==> config.mk <==
export PLATFORM = sky130hd
export DESIGN_NAME = stepper_powerup_mode_config
export DESIGN_NICKNAME = d
export VERILOG_FILES = /design/src/rtl/stepper_cfg_pkg.sv /design/src/rtl/stepper_powerup_mode_config.sv
export SDC_FILE = /design/constraint.sdc
export NUM_CORES = 1
export LEC_CHECK = 0
export ABC_CLOCK_PERIOD_IN_PS = 4300
export BUFFER_PORTS_ARGS = -buffer_cell sky130_fd_sc_hd__buf_4
export CAP_MARGIN = 20
export CORE_AREA = 2 2 164 166
export DETAILED_ROUTE_END_ITERATION = 16
export DIE_AREA = 0 0 166 168
export GPL_ROUTABILITY_DRIVEN = 0
export GPL_TIMING_DRIVEN = 0
export PLACE_DENSITY = 0.68
export SYNTH_ARGS = -nofsm -noshare
export SYNTH_HDL_FRONTEND = slang
export SYNTH_SLANG_ARGS = --single-unit
==> constraint.sdc <==
create_clock -name i_clock -period 4.3 [get_ports i_clock]
set_clock_uncertainty 0.2 [all_clocks]
set_input_delay 0.43 -clock i_clock [delete_from_list [all_inputs] [get_ports i_clock]]
set_output_delay 0.43 -clock i_clock [all_outputs]
set_load 0.1 [all_outputs]
==> src/rtl/stepper_cfg_pkg.sv <==
/*
 * Shared constants and types for the step-motor power-up mode and
 * configuration block: switch positions, timing counts, register map and
 * the mode, range and resolution encodings.
 * Assumes a single 25 MHz system clock.
 */
`default_nettype none

package stepper_cfg_pkg;

	// ****************************************************************
	// Timing
	// ****************************************************************
	localparam int CLOCK_HZ = 25_000_000;
	localparam int SWITCH_SETTLE_US = 2000;
	localparam int SWITCH_SETTLE_CYCLES = SWITCH_SETTLE_US * (CLOCK_HZ / 1_000_000);
	localparam int CTRL_FILTER_NS = 200;
	localparam int CTRL_FILTER_CYCLES = (CTRL_FILTER_NS * (CLOCK_HZ / 1_000_000) + 999) / 1000;

	// ****************************************************************
	// Input bit positions in the raw pin vector
	// ****************************************************************
	localparam int SW_FIXED = 0;
	localparam int SW_RANGE_LO = 1;
	localparam int SW_RANGE_HI = 2;
	localparam int SW_CURRENT = 3;
	localparam int SW_MS_A = 4;
	localparam int SW_MS_B = 5;
	localparam int IN_ENABLE_N = 6;
	localparam int IN_STEP = 7;
	localparam int IN_DIR = 8;
	localparam int IN_START_N = 9;
	localparam int RAW_W = 10;
	localparam logic [9:0] RAW_IDLE = 10'h3c0;

	// ****************************************************************
	// Power-up switch codes, bits {current, range_hi, range_lo, fixed}
	// ****************************************************************
	localparam logic [3:0] BOOT_CURRENT = 4'h8;
	localparam logic [3:0] BOOT_RANGE = 4'h9;
	localparam logic [3:0] BOOT_FIXED = 4'h1;
	localparam logic [3:0] BOOT_NORMAL = 4'h0;

	// ****************************************************************
	// Register map
	// ****************************************************************
	localparam logic [3:0] ADDR_CTRL = 4'h0;
	localparam logic [3:0] ADDR_STATUS = 4'h4;
	localparam logic [3:0] ADDR_POSITION = 4'h8;
	localparam int CTRL_SIXTEENTH_BIT = 0;
	localparam int CTRL_HOLD_BIT = 1;
	localparam logic [1:0] CTRL_RESET = 2'h0;

	// ****************************************************************
	// Position increments in sixteenth-step units
	// ****************************************************************
	localparam logic [15:0] INC_FULL = 16'h0010;
	localparam logic [15:0] INC_HALF = 16'h0008;
	localparam logic [15:0] INC_QUARTER = 16'h0004;
	localparam logic [15:0] INC_EIGHTH = 16'h0002;
	localparam logic [15:0] INC_SIXTEENTH = 16'h0001;
	localparam logic [15:0] POSITION_RESET = 16'h0000;

	// ****************************************************************
	// Types
	// ****************************************************************
	typedef enum logic [2:0] {
		NO_MODE = 3'h0,
		CURRENT_SETUP_MODE = 3'h1,
		RANGE_SETUP_MODE = 3'h2,
		FIXED_FREQ_SETUP_MODE = 3'h3,
		STEP_DIR_DRIVER_MODE = 3'h4,
		ADJUSTABLE_FREQ_CTRL_MODE = 3'h5,
		FIXED_FREQ_CTRL_MODE = 3'h6,
		INVALID_MODE = 3'h7
	} op_mode_t;

	typedef enum logic [1:0] {
		STORED_STEP_DIR = 2'h0,
		STORED_ADJUSTABLE = 2'h1,
		STORED_FIXED = 2'h2,
		STORED_BLANK = 2'h3
	} normal_mode_t;

	typedef enum logic [1:0] {
		RANGE_RESERVED = 2'h0,
		LOW_FREQ_RANGE = 2'h1,
		MID_FREQ_RANGE = 2'h2,
		HIGH_FREQ_RANGE = 2'h3
	} freq_range_t;

	typedef enum logic [1:0] {
		RES_FINE = 2'h0,
		RES_HALF = 2'h1,
		RES_QUARTER = 2'h2,
		RES_FULL = 2'h3
	} resolution_t;

	typedef enum logic [2:0] {
		ST_BOOT = 3'h0,
		ST_SETUP = 3'h1,
		ST_RUN = 3'h2,
		ST_STORED = 3'h3,
		ST_INVALID = 3'h4
	} state_t;

	typedef struct packed {
		normal_mode_t mode;
		freq_range_t range;
	} store_t;

	typedef struct packed {
		logic start_active;
		logic motor_on;
		logic direction;
		resolution_t resolution;
		freq_range_t range;
		op_mode_t mode;
		state_t state;
	} status_t;

endpackage

`default_nettype wire

==> src/rtl/stepper_powerup_mode_config.sv <==
/*
 * Power-up mode selection, setup sequencing, microstep decoding and step translation
 * for a single-axis step-motor driver, with a classic Wishbone register slave.
 * Assumes asynchronous switch pins (on = 1) and pulled-up active-low connector inputs,
 * a generator tick on the system clock, and a store that takes one-cycle requests.
 */
`default_nettype none

module stepper_powerup_mode_config #(
	parameter int SWITCH_SETTLE_CYCLES = stepper_cfg_pkg::SWITCH_SETTLE_CYCLES,
	parameter int CTRL_FILTER_CYCLES = stepper_cfg_pkg::CTRL_FILTER_CYCLES
) (
	input wire logic i_clock,
	input wire logic i_rstn,
	input wire logic [5:0] i_config_switch,
	input wire logic i_drive_enable_n,
	input wire logic i_step_in,
	input wire logic i_direction_in,
	input wire logic i_start_stop_in,
	input wire logic i_gen_step_tick,
	input wire stepper_cfg_pkg::normal_mode_t i_stored_mode,
	input wire logic i_wb_cyc,
	input wire logic i_wb_stb,
	input wire logic i_wb_we,
	input wire logic [3:0] i_wb_adr,
	input wire logic [31:0] i_wb_dat,
	input wire logic [3:0] i_wb_sel,
	output logic [31:0] o_wb_dat,
	output logic o_wb_ack,
	output logic o_motor_enable,
	output logic o_step_pulse,
	output logic o_direction,
	output stepper_cfg_pkg::resolution_t o_resolution,
	output stepper_cfg_pkg::op_mode_t o_mode,
	output stepper_cfg_pkg::freq_range_t o_gen_range,
	output logic o_gen_run,
	output logic o_store_valid,
	output stepper_cfg_pkg::store_t o_store
);
	// The latch waits out the two sync flops and the settle filter, or it would read idle switches.
	localparam int BOOT_WAIT = SWITCH_SETTLE_CYCLES + 3;
	localparam int CNT_W = $clog2(BOOT_WAIT + 1);

	// ************************************************************
	// Input synchronisers and filters
	// ************************************************************
	logic [9:0] raw;
	logic [9:0] clean;
	assign raw = {i_start_stop_in, i_direction_in, i_step_in, i_drive_enable_n, i_config_switch};

	for (genvar gi = 0; gi < stepper_cfg_pkg::RAW_W; gi++) begin : g_filter
		// Switches get a long settle time; connector inputs must pass 1 us step pulses.
		localparam int LIMIT = (gi < stepper_cfg_pkg::IN_ENABLE_N) ? SWITCH_SETTLE_CYCLES : CTRL_FILTER_CYCLES;
		logic meta_q, sync_q, clean_q, clean_d;
		logic [CNT_W-1:0] cnt_q, cnt_d;
		always_comb begin
			clean_d = clean_q;
			cnt_d = '0;
			if (sync_q != clean_q) begin
				cnt_d = cnt_q + 1'b1;
				if (cnt_q == CNT_W'(LIMIT - 1)) begin
					clean_d = sync_q;
					cnt_d = '0;
				end
			end
		end
		always_ff @(posedge i_clock) begin
			if (!i_rstn) begin
				meta_q <= stepper_cfg_pkg::RAW_IDLE[gi];
				sync_q <= stepper_cfg_pkg::RAW_IDLE[gi];
				clean_q <= stepper_cfg_pkg::RAW_IDLE[gi];
				cnt_q <= '0;
			end else begin
				meta_q <= raw[gi];
				sync_q <= meta_q;
				clean_q <= clean_d;
				cnt_q <= cnt_d;
			end
		end
		assign clean[gi] = clean_q;
	end
	// ************************************************************
	// Register, mode, setup and translator state
	// ************************************************************
	logic [1:0] ctrl_q, ctrl_d;
	logic ack_q, ack_d;
	logic [31:0] rdat_q, rdat_d;
	stepper_cfg_pkg::status_t status;
	stepper_cfg_pkg::state_t state_q, state_d;
	stepper_cfg_pkg::op_mode_t mode_q, mode_d;
	stepper_cfg_pkg::freq_range_t range_q, range_d;
	stepper_cfg_pkg::resolution_t res_q, res_d;
	stepper_cfg_pkg::store_t store_q, store_d;
	logic [CNT_W-1:0] boot_cnt_q, boot_cnt_d;
	logic store_valid_q, store_valid_d, trig_prev_q, trig_prev_d, step_prev_q, step_prev_d, dir_q, dir_d;
	logic motor_q, motor_d, pulse_q, pulse_d, gen_run_q, gen_run_d;
	logic [15:0] pos_q, pos_d;
	logic [3:0] boot_code;
	logic step_rise, start_active, trigger, advance;
	logic [15:0] increment;

	assign boot_code = clean[3:0];
	assign step_rise = clean[stepper_cfg_pkg::IN_STEP] & ~step_prev_q;
	assign start_active = ~clean[stepper_cfg_pkg::IN_START_N];
	// Fixed-frequency setup is left through its own switch, the others through the current switch.
	assign trigger = (mode_q == stepper_cfg_pkg::FIXED_FREQ_SETUP_MODE) ?
		clean[stepper_cfg_pkg::SW_FIXED] : clean[stepper_cfg_pkg::SW_CURRENT];
	always_comb begin
		unique case (res_q)
			stepper_cfg_pkg::RES_FULL: increment = stepper_cfg_pkg::INC_FULL;
			stepper_cfg_pkg::RES_HALF: increment = stepper_cfg_pkg::INC_HALF;
			stepper_cfg_pkg::RES_QUARTER: increment = stepper_cfg_pkg::INC_QUARTER;
			stepper_cfg_pkg::RES_FINE: increment = ctrl_q[stepper_cfg_pkg::CTRL_SIXTEENTH_BIT] ?
				stepper_cfg_pkg::INC_SIXTEENTH : stepper_cfg_pkg::INC_EIGHTH;
		endcase
	end
	always_comb begin
		state_d = state_q;
		mode_d = mode_q;
		range_d = range_q;
		store_d = store_q;
		store_valid_d = 1'b0;
		boot_cnt_d = boot_cnt_q;
		trig_prev_d = trigger;
		// Microstep bits are read only after boot so they never affect mode decoding.
		res_d = (state_q == stepper_cfg_pkg::ST_BOOT) ? res_q :
			stepper_cfg_pkg::resolution_t'({clean[stepper_cfg_pkg::SW_MS_A], clean[stepper_cfg_pkg::SW_MS_B]});
		unique case (state_q)
			stepper_cfg_pkg::ST_BOOT: begin
				boot_cnt_d = boot_cnt_q + 1'b1;
				if (boot_cnt_q == CNT_W'(BOOT_WAIT)) begin
					state_d = stepper_cfg_pkg::ST_SETUP;
					unique case (boot_code)
						stepper_cfg_pkg::BOOT_CURRENT: mode_d = stepper_cfg_pkg::CURRENT_SETUP_MODE;
						stepper_cfg_pkg::BOOT_RANGE: mode_d = stepper_cfg_pkg::RANGE_SETUP_MODE;
						stepper_cfg_pkg::BOOT_FIXED: mode_d = stepper_cfg_pkg::FIXED_FREQ_SETUP_MODE;
						stepper_cfg_pkg::BOOT_NORMAL: begin
							state_d = stepper_cfg_pkg::ST_RUN;
							unique case (i_stored_mode)
								stepper_cfg_pkg::STORED_STEP_DIR: mode_d = stepper_cfg_pkg::STEP_DIR_DRIVER_MODE;
								stepper_cfg_pkg::STORED_ADJUSTABLE: mode_d = stepper_cfg_pkg::ADJUSTABLE_FREQ_CTRL_MODE;
								stepper_cfg_pkg::STORED_FIXED: mode_d = stepper_cfg_pkg::FIXED_FREQ_CTRL_MODE;
								stepper_cfg_pkg::STORED_BLANK: begin
									mode_d = stepper_cfg_pkg::INVALID_MODE;
									state_d = stepper_cfg_pkg::ST_INVALID;
								end
							endcase
						end
						default: begin
							mode_d = stepper_cfg_pkg::INVALID_MODE;
							state_d = stepper_cfg_pkg::ST_INVALID;
						end
					endcase
				end
			end
			stepper_cfg_pkg::ST_SETUP: begin
				if (mode_q == stepper_cfg_pkg::RANGE_SETUP_MODE) begin
					range_d = stepper_cfg_pkg::freq_range_t'(clean[2:1]);
				end
				if (trig_prev_q && !trigger) begin
					state_d = stepper_cfg_pkg::ST_STORED;
					store_valid_d = 1'b1;
					store_d.range = range_q;
					unique case (mode_q)
						stepper_cfg_pkg::CURRENT_SETUP_MODE: store_d.mode = clean[stepper_cfg_pkg::SW_FIXED] ?
							stepper_cfg_pkg::STORED_ADJUSTABLE : stepper_cfg_pkg::STORED_STEP_DIR;
						stepper_cfg_pkg::RANGE_SETUP_MODE: store_d.mode = clean[stepper_cfg_pkg::SW_FIXED] ?
							stepper_cfg_pkg::STORED_ADJUSTABLE : stepper_cfg_pkg::STORED_FIXED;
						default: store_d.mode = stepper_cfg_pkg::STORED_FIXED;
					endcase
				end
			end
			stepper_cfg_pkg::ST_RUN, stepper_cfg_pkg::ST_STORED, stepper_cfg_pkg::ST_INVALID: begin
			end
			default: state_d = stepper_cfg_pkg::ST_INVALID;
		endcase
	end
	always_comb begin
		step_prev_d = clean[stepper_cfg_pkg::IN_STEP];
		gen_run_d = 1'b0;
		advance = 1'b0;
		if (state_q == stepper_cfg_pkg::ST_RUN) begin
			unique case (mode_q)
				stepper_cfg_pkg::STEP_DIR_DRIVER_MODE: advance = step_rise;
				stepper_cfg_pkg::ADJUSTABLE_FREQ_CTRL_MODE, stepper_cfg_pkg::FIXED_FREQ_CTRL_MODE: begin
					gen_run_d = start_active;
					advance = i_gen_step_tick & gen_run_q;
				end
				default: advance = 1'b0;
			endcase
		end else if (state_q == stepper_cfg_pkg::ST_SETUP && mode_q == stepper_cfg_pkg::FIXED_FREQ_SETUP_MODE) begin
			gen_run_d = 1'b1;
			advance = i_gen_step_tick & gen_run_q;
		end
		advance = advance & ~ctrl_q[stepper_cfg_pkg::CTRL_HOLD_BIT];
		pulse_d = advance;
		dir_d = advance ? clean[stepper_cfg_pkg::IN_DIR] : dir_q;
		// Position keeps counting while drive is off, so re-enabling may show a position error.
		pos_d = !advance ? pos_q : (dir_d ? pos_q - increment : pos_q + increment);
		motor_d = ~clean[stepper_cfg_pkg::IN_ENABLE_N] &
			(state_q == stepper_cfg_pkg::ST_RUN || state_q == stepper_cfg_pkg::ST_SETUP);
	end
	always_ff @(posedge i_clock) begin
		if (!i_rstn) begin
			state_q <= stepper_cfg_pkg::ST_BOOT;
			mode_q <= stepper_cfg_pkg::NO_MODE;
			range_q <= stepper_cfg_pkg::RANGE_RESERVED;
			res_q <= stepper_cfg_pkg::RES_FINE;
			store_q <= '0;
			store_valid_q <= 1'b0;
			boot_cnt_q <= '0;
			trig_prev_q <= 1'b0;
			step_prev_q <= 1'b1;
			dir_q <= 1'b1;
			motor_q <= 1'b0;
			pulse_q <= 1'b0;
			gen_run_q <= 1'b0;
			pos_q <= stepper_cfg_pkg::POSITION_RESET;
		end else begin
			state_q <= state_d;
			mode_q <= mode_d;
			range_q <= range_d;
			res_q <= res_d;
			store_q <= store_d;
			store_valid_q <= store_valid_d;
			boot_cnt_q <= boot_cnt_d;
			trig_prev_q <= trig_prev_d;
			step_prev_q <= step_prev_d;
			dir_q <= dir_d;
			motor_q <= motor_d;
			pulse_q <= pulse_d;
			gen_run_q <= gen_run_d;
			pos_q <= pos_d;
		end
	end
	// ************************************************************
	// Wishbone slave
	// ************************************************************
	assign status = '{start_active: start_active, motor_on: motor_q, direction: dir_q, resolution: res_q,
		range: range_q, mode: mode_q, state: state_q};
	always_comb begin
		ctrl_d = ctrl_q;
		rdat_d = rdat_q;
		ack_d = i_wb_cyc & i_wb_stb & ~ack_q;
		if (ack_d) begin
			unique case (i_wb_adr)
				stepper_cfg_pkg::ADDR_CTRL: rdat_d = {30'h0, ctrl_q};
				stepper_cfg_pkg::ADDR_STATUS: rdat_d = {19'h0, status};
				stepper_cfg_pkg::ADDR_POSITION: rdat_d = {16'h0, pos_q};
				default: rdat_d = 32'h0;
			endcase
			if (i_wb_we && i_wb_sel[0] && i_wb_adr == stepper_cfg_pkg::ADDR_CTRL) begin
				ctrl_d = i_wb_dat[1:0];
			end
		end
	end

	always_ff @(posedge i_clock) begin
		if (!i_rstn) begin
			ctrl_q <= stepper_cfg_pkg::CTRL_RESET;
			rdat_q <= 32'h0;
			ack_q <= 1'b0;
		end else begin
			ctrl_q <= ctrl_d;
			rdat_q <= rdat_d;
			ack_q <= ack_d;
		end
	end
	assign o_wb_dat = rdat_q;
	assign o_wb_ack = ack_q;
	assign o_motor_enable = motor_q;
	assign o_step_pulse = pulse_q;
	assign o_direction = dir_q;
	assign o_resolution = res_q;
	assign o_mode = mode_q;
	assign o_gen_range = range_q;
	assign o_gen_run = gen_run_q;
	assign o_store_valid = store_valid_q;
	assign o_store = store_q;
endmodule

`default_nettype wire

**Word-level counts from Yosys, hierarchy flattened**

Cells that the tools add are included.

- Word-level logic and storage cells: 201
- Bits of input ports: 58
- Register bits: 278

- Bitwise operators: 23
- Reductions and logical operators: 40
- Add/sub/neg operators: 13
- Mux-type cells: 23
- Equal/unequal tests: 44

Operators by type and width:

| cell | number |
|---|---|
| 16-bit by 1-bit adder with 16-bit output (second input constant) | 11 |
| 16-bit equality test (second input constant) | 7 |
| 16-bit by 3-bit equality test with 1-bit output (second input constant) | 4 |
| 16-bit one-hot mux with 4 select lines | 1 |
| 16-bit one-hot mux with 3 select lines | 1 |
| 3-bit OR reduction | 12 |
| 2-bit AND reduction | 15 |
| 3-bit one-hot mux with 4 select lines | 2 |
| 1-bit inverter | 17 |
| 16-bit adder | 1 |
| 16-bit two-way mux | 1 |
| 16-bit subtractor | 1 |
| 3-bit by 2-bit equality test with 1-bit output (second input constant) | 4 |
| 3-bit equality test (second input constant) | 4 |
| 4-bit equality test (second input constant) | 3 |
| 1-bit != test | 10 |
| 1-bit two-way mux | 9 |
| 3-bit two-way mux | 3 |
| 3-bit one-hot mux with 3 select lines | 1 |
| 2-bit equality test (second input constant) | 4 |
| 4-bit zero test | 2 |
| 1-bit AND | 6 |
| 3-bit by 1-bit equality test with 1-bit output (second input constant) | 2 |
| 3-bit one-hot mux with 2 select lines | 1 |
| 15 further kinds | 21 |

**Depth between registers and ports, before layout**

Gate-level depths: netlist of the first run.

- Depth in word-level cells: 7
- Mapped depth: 17
- Depth with buffers taken out: 15

**Least setup slack after synthesis of the first run**

Ideal clock, no wire load.

- Kind: reg-to-reg
- Start point: reg mode_q[2], in the netlist o_mode[2]
- End point: reg pos_q[13]
- Cell stages (with the launch flop): 18
- Data arrival time: 4.043 ns
- Path buffers: 2
- Slack: -0.017 ns
- Setup time: 0.074 ns
- Path through: dfxtp_1 > buf_2 > nand4bb_1 > o22ai_1 > a22oi_2 > nor2_4 > mux2i_1 > buf_2 > nand2_1 > o21a_1 > ha_1 > nor2b_1 > o21ai_0 > o21ai_0 > a21oi_1 > o21ai_0 > or4_1 > a31oi_1

- Longest elaborated chain between the ends: 7
- Elaborated cells on any way between the ends: 12

Ends and longest elaborated chain:

| what | line | text |
|---|---|---|
| start: declaration | stepper_powerup_mode_config.sv:90 | `stepper_cfg_pkg::op_mode_t mode_q, mode_d;` |
| start signal: assignment | stepper_powerup_mode_config.sv:206 | `mode_q <= stepper_cfg_pkg::NO_MODE;` |
| start signal: assignment | stepper_powerup_mode_config.sv:221 | `mode_q <= mode_d;` |
| 3-bit equality test / 3-bit by 2-bit equality test with 1-bit output (equally long branches) | stepper_powerup_mode_config.sv:183, stepper_powerup_mode_config.sv:191 |  |
| 2-bit OR reduction / 1-bit logical AND (equally long branches) | stepper_powerup_mode_config.sv:183, stepper_powerup_mode_config.sv:191 |  |
| 1-bit one-hot mux with 2 select lines / 1-bit two-way mux (equally long branches) | stepper_powerup_mode_config.sv:183, stepper_powerup_mode_config.sv:191 |  |
| 1-bit two-way mux * | stepper_powerup_mode_config.sv:182 | `if (state_q == stepper_cfg_pkg::ST_RUN) begin` |
| 1-bit AND * | stepper_powerup_mode_config.sv:195 | `advance = advance & ~ctrl_q[stepper_cfg_pkg::CTRL_HOLD_BIT];` |
| 1-bit two-way mux | stepper_powerup_mode_config.sv:197 | `dir_d = advance ? clean[stepper_cfg_pkg::IN_DIR] : dir_q;` |
| 16-bit two-way mux | stepper_powerup_mode_config.sv:199 | `pos_d = !advance ? pos_q : (dir_d ? pos_q - increment : pos_q + increment);` |
| end signal: assignment | stepper_powerup_mode_config.sv:218 | `pos_q <= stepper_cfg_pkg::POSITION_RESET;` |
| end signal: assignment | stepper_powerup_mode_config.sv:233 | `pos_q <= pos_d;` |
| end: declaration | stepper_powerup_mode_config.sv:97 | `logic [15:0] pos_q, pos_d;` |

Every way passes the cells marked *; elsewhere a longest branch is shown, timed or not.
A chain may end at the register's enable or synchronous reset.

**Final worst setup path of the first run**

- Start point: reg mode_q[0], in the netlist o_mode[0]
- End point: reg pos_q[13]

The elaborated chain is that of the path after synthesis.

==> impl_metrics.csv, run 1 <==
group,metric,value,unit
run_status,outcome,"finished clean",
cts,clock_latency,0.53,ns
detailed_routing,firstDrtPassIters,5,
worst_setup_path,cpPeakStageDelay,0.42,ns
synthesis,syn_avg_cell_area,8.762,um^2
synthesis,synth.area.mux_share,0.02562,
detailed_routing,drtIter0Drc,549,
worst_setup_path,critPathArrivalTime,4.38,ns
power_and_ir_drop,peakVddDrop,0.0003722,V
detailed_routing,wl_met2,11.20,mm
detailed_routing,wl_met3,1.122,mm
synthesis,synth.ff_latch_count,262,
detailed_routing,routed_via_density,5.113,
detailed_routing,drt_wl_total,24.84,mm
detailed_routing,vias,9332,
worst_setup_path,r2r_slack,0.18,ns
floorplan,fp.dieW,166,um
floorplan,io_pins,107,
floorplan,design.core.area,26350,um^2
worst_setup_path,cp.required,4.56,ns
synthesis,synth_top_family_by_area,"simple AND/OR/NAND/NOR gates",
synthesis,synthTopCellsByArea,"dfxtp_1, nor2_1, xor2_1, xnor2_1, ha_1",
grt,grt_max_degree,15,
timing,timing_hold_violations_final,0,
power_and_ir_drop,power_leakage,5.256,nW
worst_setup_path,r2r_end,"pos_q[13]",
detailed_routing,drc,0,
power_and_ir_drop,power_density,366.1,nW/um^2
cts,clock-sinks,262,
place,portBuffers,56,
cells_and_area,syn2layout_area_growth,17.01,%
cts,clk_pin_slew,0.06,ns
synthesis,synth_edf_count,0,
synthesis,synthArstFlopShare,0,
worst_setup_path,worstPathMaxFanout,10,
synthesis,post-synth-top-count-cell,"dfxtp_1",
synthesis,yosys_warnings,0,
cts,cts_root_buffer,"clkbuf_16",
detailed_routing,ant_nets,0,
worst_setup_path,crit_path_start_kind,"flop",
cts,cts_buffers,27,
floorplan,std_cell_rows,60,
cells_and_area,drive_gt1_frac,0.1032,
power_and_ir_drop,finalPower,0.005063,W
timing,slew_viol_final,0,
grt,grt_pass1_vias,8789,
timing,fin_crit,4.118,ns
worst_setup_path,r2r_cells,17,
timing,tns,0,ns
worst_setup_path,endpoint,"pos_q[13]",
cts,cts_tree,"yes",
synthesis,synth_ff_type,"dfxtp_1",
floorplan,fp.dieH,168,um
synthesis,yosys.area.top_type,"dfxtp_1",
synthesis,yosysTopAreaCellShare,0.4437,
synthesis,synth_common_cells,"dfxtp_1, nor2_1, xor2_1",
grt,grt.total_usage,0.1751,
cells_and_area,fin_nets,1559,
worst_setup_path,path_class,"reg2reg",
timing,worst_pin_slew,0.9406,ns
synthesis,synthCells,1349,
worst_setup_path,crit_chain,"buf_4 -> xnor2_1 -> o22ai_1 -> a22oi_2 -> nor2_4 -> mux2i_2 -> buf_4 -> nand2_1 -> o21a_1 -> ha_1 -> nor2b_1 -> o21ai_1 -> o21ai_1 -> a21oi_2 -> o21ai_0 -> or4_1 -> a31oi_1",
synthesis,synthAdderAreaFrac,0.04086,
worst_hold_path,hold_class,"in2reg",
worst_setup_path,end_kind,"flop",
job,maxCapViolations,0,
synthesis,synthSimpleGateAreaFrac,0.2662,
detailed_routing,wl_per_cell,13.61,um
timing,finalCritPeriodShare,0.9576,
timing,setup_viol,0,
grt,grt_pass1_wl,41.70,mm
cts,cts-htree-levels,1,
floorplan,initial_core_util,0.4486,
grt,gr-total-overflow,0,
grt,grt_antenna_before_repair,1,
synthesis,syn_area,11820,um^2
detailed_routing,top_layer_used,"met4",
synthesis,yosysUniqueCellTypes,63,
place,dp_hpwl,17.52,mm
synthesis,synth_compound_area_frac,0.05780,
synthesis,synth_xor_area_frac,0.1230,
worst_setup_path,cp_slowest_cell,"a22oi_2",
worst_setup_path,crit_start,"o_mode[0]",
floorplan,die-area,27890,um^2
worst_setup_path,r2r_start,"o_mode[0]",
cells_and_area,fillers,2413,
timing,relSlewSlack,0.3641,
cts,cts_max_path_buffers,3,
synthesis,synth_seq_area_share,0.4437,
timing,fmax,242.8,MHz
detailed_routing,wl_met1,11.94,mm
## worst min path at each step
stage / end / slack (ns) / cells past startpoint / from
4_1_cts: o_mode[1] / 0.13 / 5 / i_stored_mode[1]
5_1_grt: pos_q[12] / 0.19 / 3 / i_rstn
6_report: o_mode[1] / 0.15 / 5 / i_stored_mode[1]
3_5_place_dp: g_filter[7].sync_q / 0.20 / 1 / g_filter[7].meta_q
3_3_place_gp: g_filter[7].sync_q / 0.19 / 1 / g_filter[7].meta_q
2_1_floorplan: g_filter[6].sync_q / 0.19 / 1 / g_filter[6].meta_q
## cells in the final DEF, fill, tap and decap left out, types with 4 or more instances in the layout
| master | Yosys | layout |
|---|---|---|
| a21oi_1 | 52 | 50 |
| a22oi_1 | 10 | 10 |
| a31oi_1 | 4 | 4 |
| and2_1 | 15 | 15 |
| and3_1 | 42 | 42 |
| and4_1 | 9 | 9 |
| buf_2 | 8 | 5 |
| buf_4 | 17 | 77 |
| clkbuf_1 | 32 | 32 |
| clkbuf_16 | 0 | 27 |
| clkbuf_8 | 1 | 9 |
| clkinv_2 | 0 | 9 |
| conb_1 | 1 | 16 |
| dfxtp_1 | 262 | 260 |
| dlygate4sd3_1 | 0 | 12 |
| ha_1 | 37 | 37 |
| inv_1 | 39 | 39 |
| mux2i_1 | 28 | 27 |
| nand2_1 | 79 | 79 |
| nand2b_1 | 17 | 17 |
| nand3_1 | 76 | 76 |
| nand4_1 | 35 | 35 |
| nand4b_1 | 4 | 4 |
| nor2_1 | 252 | 252 |
| nor2b_1 | 17 | 17 |
| nor3_1 | 19 | 19 |
| nor3b_1 | 7 | 6 |
| nor4_1 | 11 | 11 |
| nor4b_1 | 9 | 9 |
| nor4bb_1 | 7 | 7 |
| o21ai_0 | 33 | 27 |
| o21ai_1 | 0 | 6 |
| or3_1 | 16 | 16 |
| xnor2_1 | 58 | 58 |
| xor2_1 | 108 | 108 |
## worst max-delay path: cells and delay by family, from the launching register on
kind / cells / cell delay [ns]
adders and majority gates: 1 / 0.26
xor gates and xnor gates: 1 / 0.24
muxes: 1 / 0.27
buffers and inverters: 2 / 0.41
AOI/OAI and AO/OA: 8 / 1.60
and+or+nand+nor: 4 / 0.73
DFF: 1 / 0.34
## area by class of cell
cell class,instances,area (um^2),area share
clock buffer,35,785.8,0.05681
clock inverter,14,152.6,0.01104
buffer,63,359.1,0.02596
tap,341,426.7,0.03085
multi-input combinational,999,6151,0.4447
inverter,40,150.1,0.01086
antenna,1,2.502,0.0001809
timing repair buffer,70,555.5,0.04017
sequential,262,5248,0.3794
## what timing repair did
item                                    CTS  global route
buffers inserted                          1             1
endpoints found under the hold margin    12             0
gates resized for setup                   2            14
endpoints found under the setup margin    3             7
hold buffers                             12             0
pin swaps                                 1             3
cloned                                    0             0
## kinds of logic after synthesis
group / count (synthesis)
xor gates and xnor gates: 166
other: 1
adders and majority gates: 38
AOI/OAI and AO/OA: 118
buffers and inverters: 103
and+or+nand+nor: 631
DFF: 262
muxes: 30
## flip-flops by register name, summed over array words and instances, names as in the netlist, 2 cells and up
register and cells:
g_filter.clean_q 10, pos_q 16, g_filter.meta_q 10, o_store 4, state_q 3, o_mode 3
o_resolution 2, boot_cnt_q 16, o_gen_range 2, o_wb_dat 16, ctrl_q 2, g_filter.sync_q 10
g_filter.cnt_q 160
## metrics by stage
stage	utilization	cell area, um^2	hold WS [ns]	setup slack, ns	cells
floorplan	-	11880	0.1863	0.001089	1364
global placement	0.4830	12730	0.1915	-0.01646	1761
detailed placement	0.4830	12730	0.2000	-0.08462	1761
CTS	0.5237	13800	0.1260	0.004947	1823
global route	0.5248	13830	0.1905	-0.06319	1824
finish	0.5249	13830	0.1528	0.1822	1825
## power by group
group / switching (W) / total (W) / leakage (nW) / internal (W)
Combinational: 0.000136 / 0.000192 / 2.66 / 0.0000556
Sequential: 0.00000987 / 0.00245 / 2.12 / 0.00244
Clock: 0.000955 / 0.00242 / 0.476 / 0.00146
Total: 0.00110 / 0.00506 / 5.26 / 0.00396
## metal layers
layer	global-route usage	vias up
met4	0.05066	0
met1	0.2350	4354
met2	0.2897	168
met3	0.03150	45
met5	0	-
li1	-	4765
Power figures use the tool's default switching activity.
==> run 2: changes to the inputs <==
Settings changed: CORE_AREA 2 2 164 166 to 10 10 172 174, DIE_AREA 0 0 166 168 to 0 0 182 184, GPL_ROUTABILITY_DRIVEN 0 to unset, PLACE_DENSITY 0.68 to unset.
==> run 2 against run 1 <==
Net effect: setup slack better by 0.13 ns; largest power group is now the clock network; critical endpoint unchanged; non-clock buffer count is 2 lower; die area is 20% higher; via count is 2.2% lower; combinational power hardly changed.
==> impl_metrics.csv, run 2 (synthesis results as in run 1) <==
group,metric,value,unit
run_status,outcome,"finished clean",
cells_and_area,largest_reg_flops,160,
timing,worst_slack,0.3106,ns
place,routabilityCongestion,0.9115,
floorplan,std_cell_rows,59,
worst_setup_path,crit_path_start_kind,"flop",
detailed_routing,wl_per_cell,14.18,um
cells_and_area,fin_nets,1559,
worst_setup_path,cp.required,4.57,ns
place,dp_worst_setup_slack,-0.08554,ns
timing,fmax,250.7,MHz
floorplan,io_pins,107,
cts,clk_pin_slew,0.06,ns
cts,cts-htree-levels,1,
power_and_ir_drop,power_density,370.7,nW/um^2
worst_setup_path,worstPathMaxFanout,10,
timing,slew_viol_final,0,
place,dp_hpwl,18.62,mm
worst_hold_path,hold_class,"in2reg",
power_and_ir_drop,p_int,0.004007,W
worst_setup_path,r2r_slack,0.31,ns
worst_setup_path,r2r_start,"o_mode[0]",
grt,grt.total_usage,0.1500,
grt,grt_max_degree,15,
worst_setup_path,end_kind,"flop",
floorplan,die-area,33490,um^2
power_and_ir_drop,pwr-share-clk,0.484,
detailed_routing,drt_wl_total,25.81,mm
detailed_routing,routed_via_density,5.015,
power_and_ir_drop,peakVddDrop,0.0003450,V
cells_and_area,regMostFlops,"g_filter.cnt_q",
timing,rsz0062_at_grt,"no",
worst_setup_path,crit_start,"o_mode[0]",
floorplan,design.core.area,25910,um^2
timing,timing_hold_violations_final,0,
cells_and_area,final_cell_mix,"dfxtp_1, nor2_1, xor2_1",
worst_hold_path,hold_path.startpoint,"i_wb_sel[0]",
cells_and_area,post-route-util,0.5344,
cells_and_area,fillers,2437,
cells_and_area,final_common_cell,"dfxtp_1",
grt,gr-total-overflow,0,
worst_setup_path,critPathArrivalTime,4.26,ns
timing,fin_crit,3.989,ns
detailed_routing,drc,0,
job,maxCapViolations,0,
detailed_routing,firstDrtPassIters,5,
cts,cts_max_path_buffers,3,
cts,clock_latency,0.55,ns
floorplan,fp.dieW,182,um
place,placed_area,12720,um^2
floorplan,initial_core_util,0.4562,
cts,cts_root_buffer,"clkbuf_16",
cells_and_area,drive_gt1_frac,0.1010,
grt,grt_antenna_before_repair,0,
power_and_ir_drop,power_frac_seq,0.478,
timing,finalCritPeriodShare,0.9278,
timing,relSlewSlack,0.3747,
worst_setup_path,path_class,"reg2reg",
cells_and_area,fin_area,13850,um^2
place,portBuffers,56,
detailed_routing,drtIter0Drc,452,
power_and_ir_drop,power_leakage,5.254,nW
floorplan,fp.dieH,184,um
grt,grt_pass1_vias,8704,
cts,cts_buffers,29,
detailed_routing,vias,9128,
timing,setup_viol,0,
power_and_ir_drop,p_sw,0.001125,W
cells_and_area,n_antenna_cell,0,
timing,whs,0.1463,ns
cts,clock-sinks,262,
timing,worst_pin_slew,0.9249,ns
cts,cts_tree,"yes",
power_and_ir_drop,power_frac_comb,0.038,
cells_and_area,syn2layout_area_growth,17.15,%
grt,grt_pass1_wl,43.20,mm
power_and_ir_drop,switching_share,0.2192,
detailed_routing,ant_nets,0,
[run 2: cell count changes in the layout (fill, tap and decap cells not counted), moves of 2 or more]
| cell | delta |
|---|---|
| clkbuf_1 | +5 |
| clkinv_2 | -3 |
| clkbuf_16 | +2 |
| buf_4 | -3 |
| clkbuf_4 | +3 |
[run 2: through the flow]
| step | std cells | TNS [ns] | power (W) |
|---|---|---|---|
| 4_1_cts | 1819 | 0 | 0.005191 |
| 6_report | 1820 | 0 | 0.005132 |
| 5_1_grt | 1820 | 0 | 0.005322 |
| 2_1_floorplan | 1364 | 0 | 0.002642 |
| 3_3_place_gp | 1755 | -0.1119 | 0.002691 |
| 3_5_place_dp | 1755 | -0.1305 | 0.002692 |
[run 2: cell type report]
cell class / count / area (um^2) / area share
Timing Repair Buffer: 69 / 548.0 / 0.03958
Tap cell: 335 / 419.2 / 0.03027
Multi-Input combinational cell: 999 / 6153 / 0.4444
Sequential cell: 262 / 5248 / 0.3790
Clock inverter: 9 / 98.84 / 0.007138
Inverter: 40 / 150.1 / 0.01084
Clock buffer: 44 / 872.1 / 0.06298
Buffer: 62 / 357.8 / 0.02584
[run 2: final timing paths]
| kind | end | cells past startpoint |
|---|---|---|
| worst max-delay path | pos_q[13] | 17 |
| worst min-delay path | ctrl_q[1] | 5 |
| worst max register to register | pos_q[13] | 17 |
| worst min register to register | g_filter[8].sync_q | 1 |
[run 2: power groups by stage]
stage	registers, W	logic (W)	clock network [W]
after floorplan	0.00252	0.000127	0
after global placement	0.00251	0.000185	0
final	0.00245	0.000193	0.00249
after global routing	0.00245	0.000208	0.00266
after detailed placement	0.00251	0.000186	0
after CTS	0.00245	0.000195	0.00254
[run 2: critical path, stage by stage (launching register included)]
cell	delay, ns
dfxtp_1	0.32
clkbuf_4	0.20
xnor2_2	0.21
o22ai_1	0.12
a22oi_2	0.42
nor2_4	0.09
mux2i_2	0.23
clkbuf_4	0.24
nand2_1	0.08
o21a_1	0.11
ha_1	0.26
nor2b_1	0.13
o21ai_1	0.19
o21ai_1	0.16
a21oi_2	0.22
o21ai_0	0.14
or4_1	0.41
a31oi_1	0.17
[run 2: layer usage]
layer	vias up	wire, um	global-route usage
li1	4762	-	-
met1	4229	12480	0.1981
met2	104	11910	0.2506
met3	33	1035	0.02756
met4	0	388	0.03026
met5	-	0	0
[run 2: what timing repair did]
action                                  CTS  global route
setup buffers                             0             1
endpoints found under the setup margin    3             7
endpoints found under the hold margin    12             0
pin swaps                                 1             3
hold buffers                             12             0
gates resized for setup                   2            12
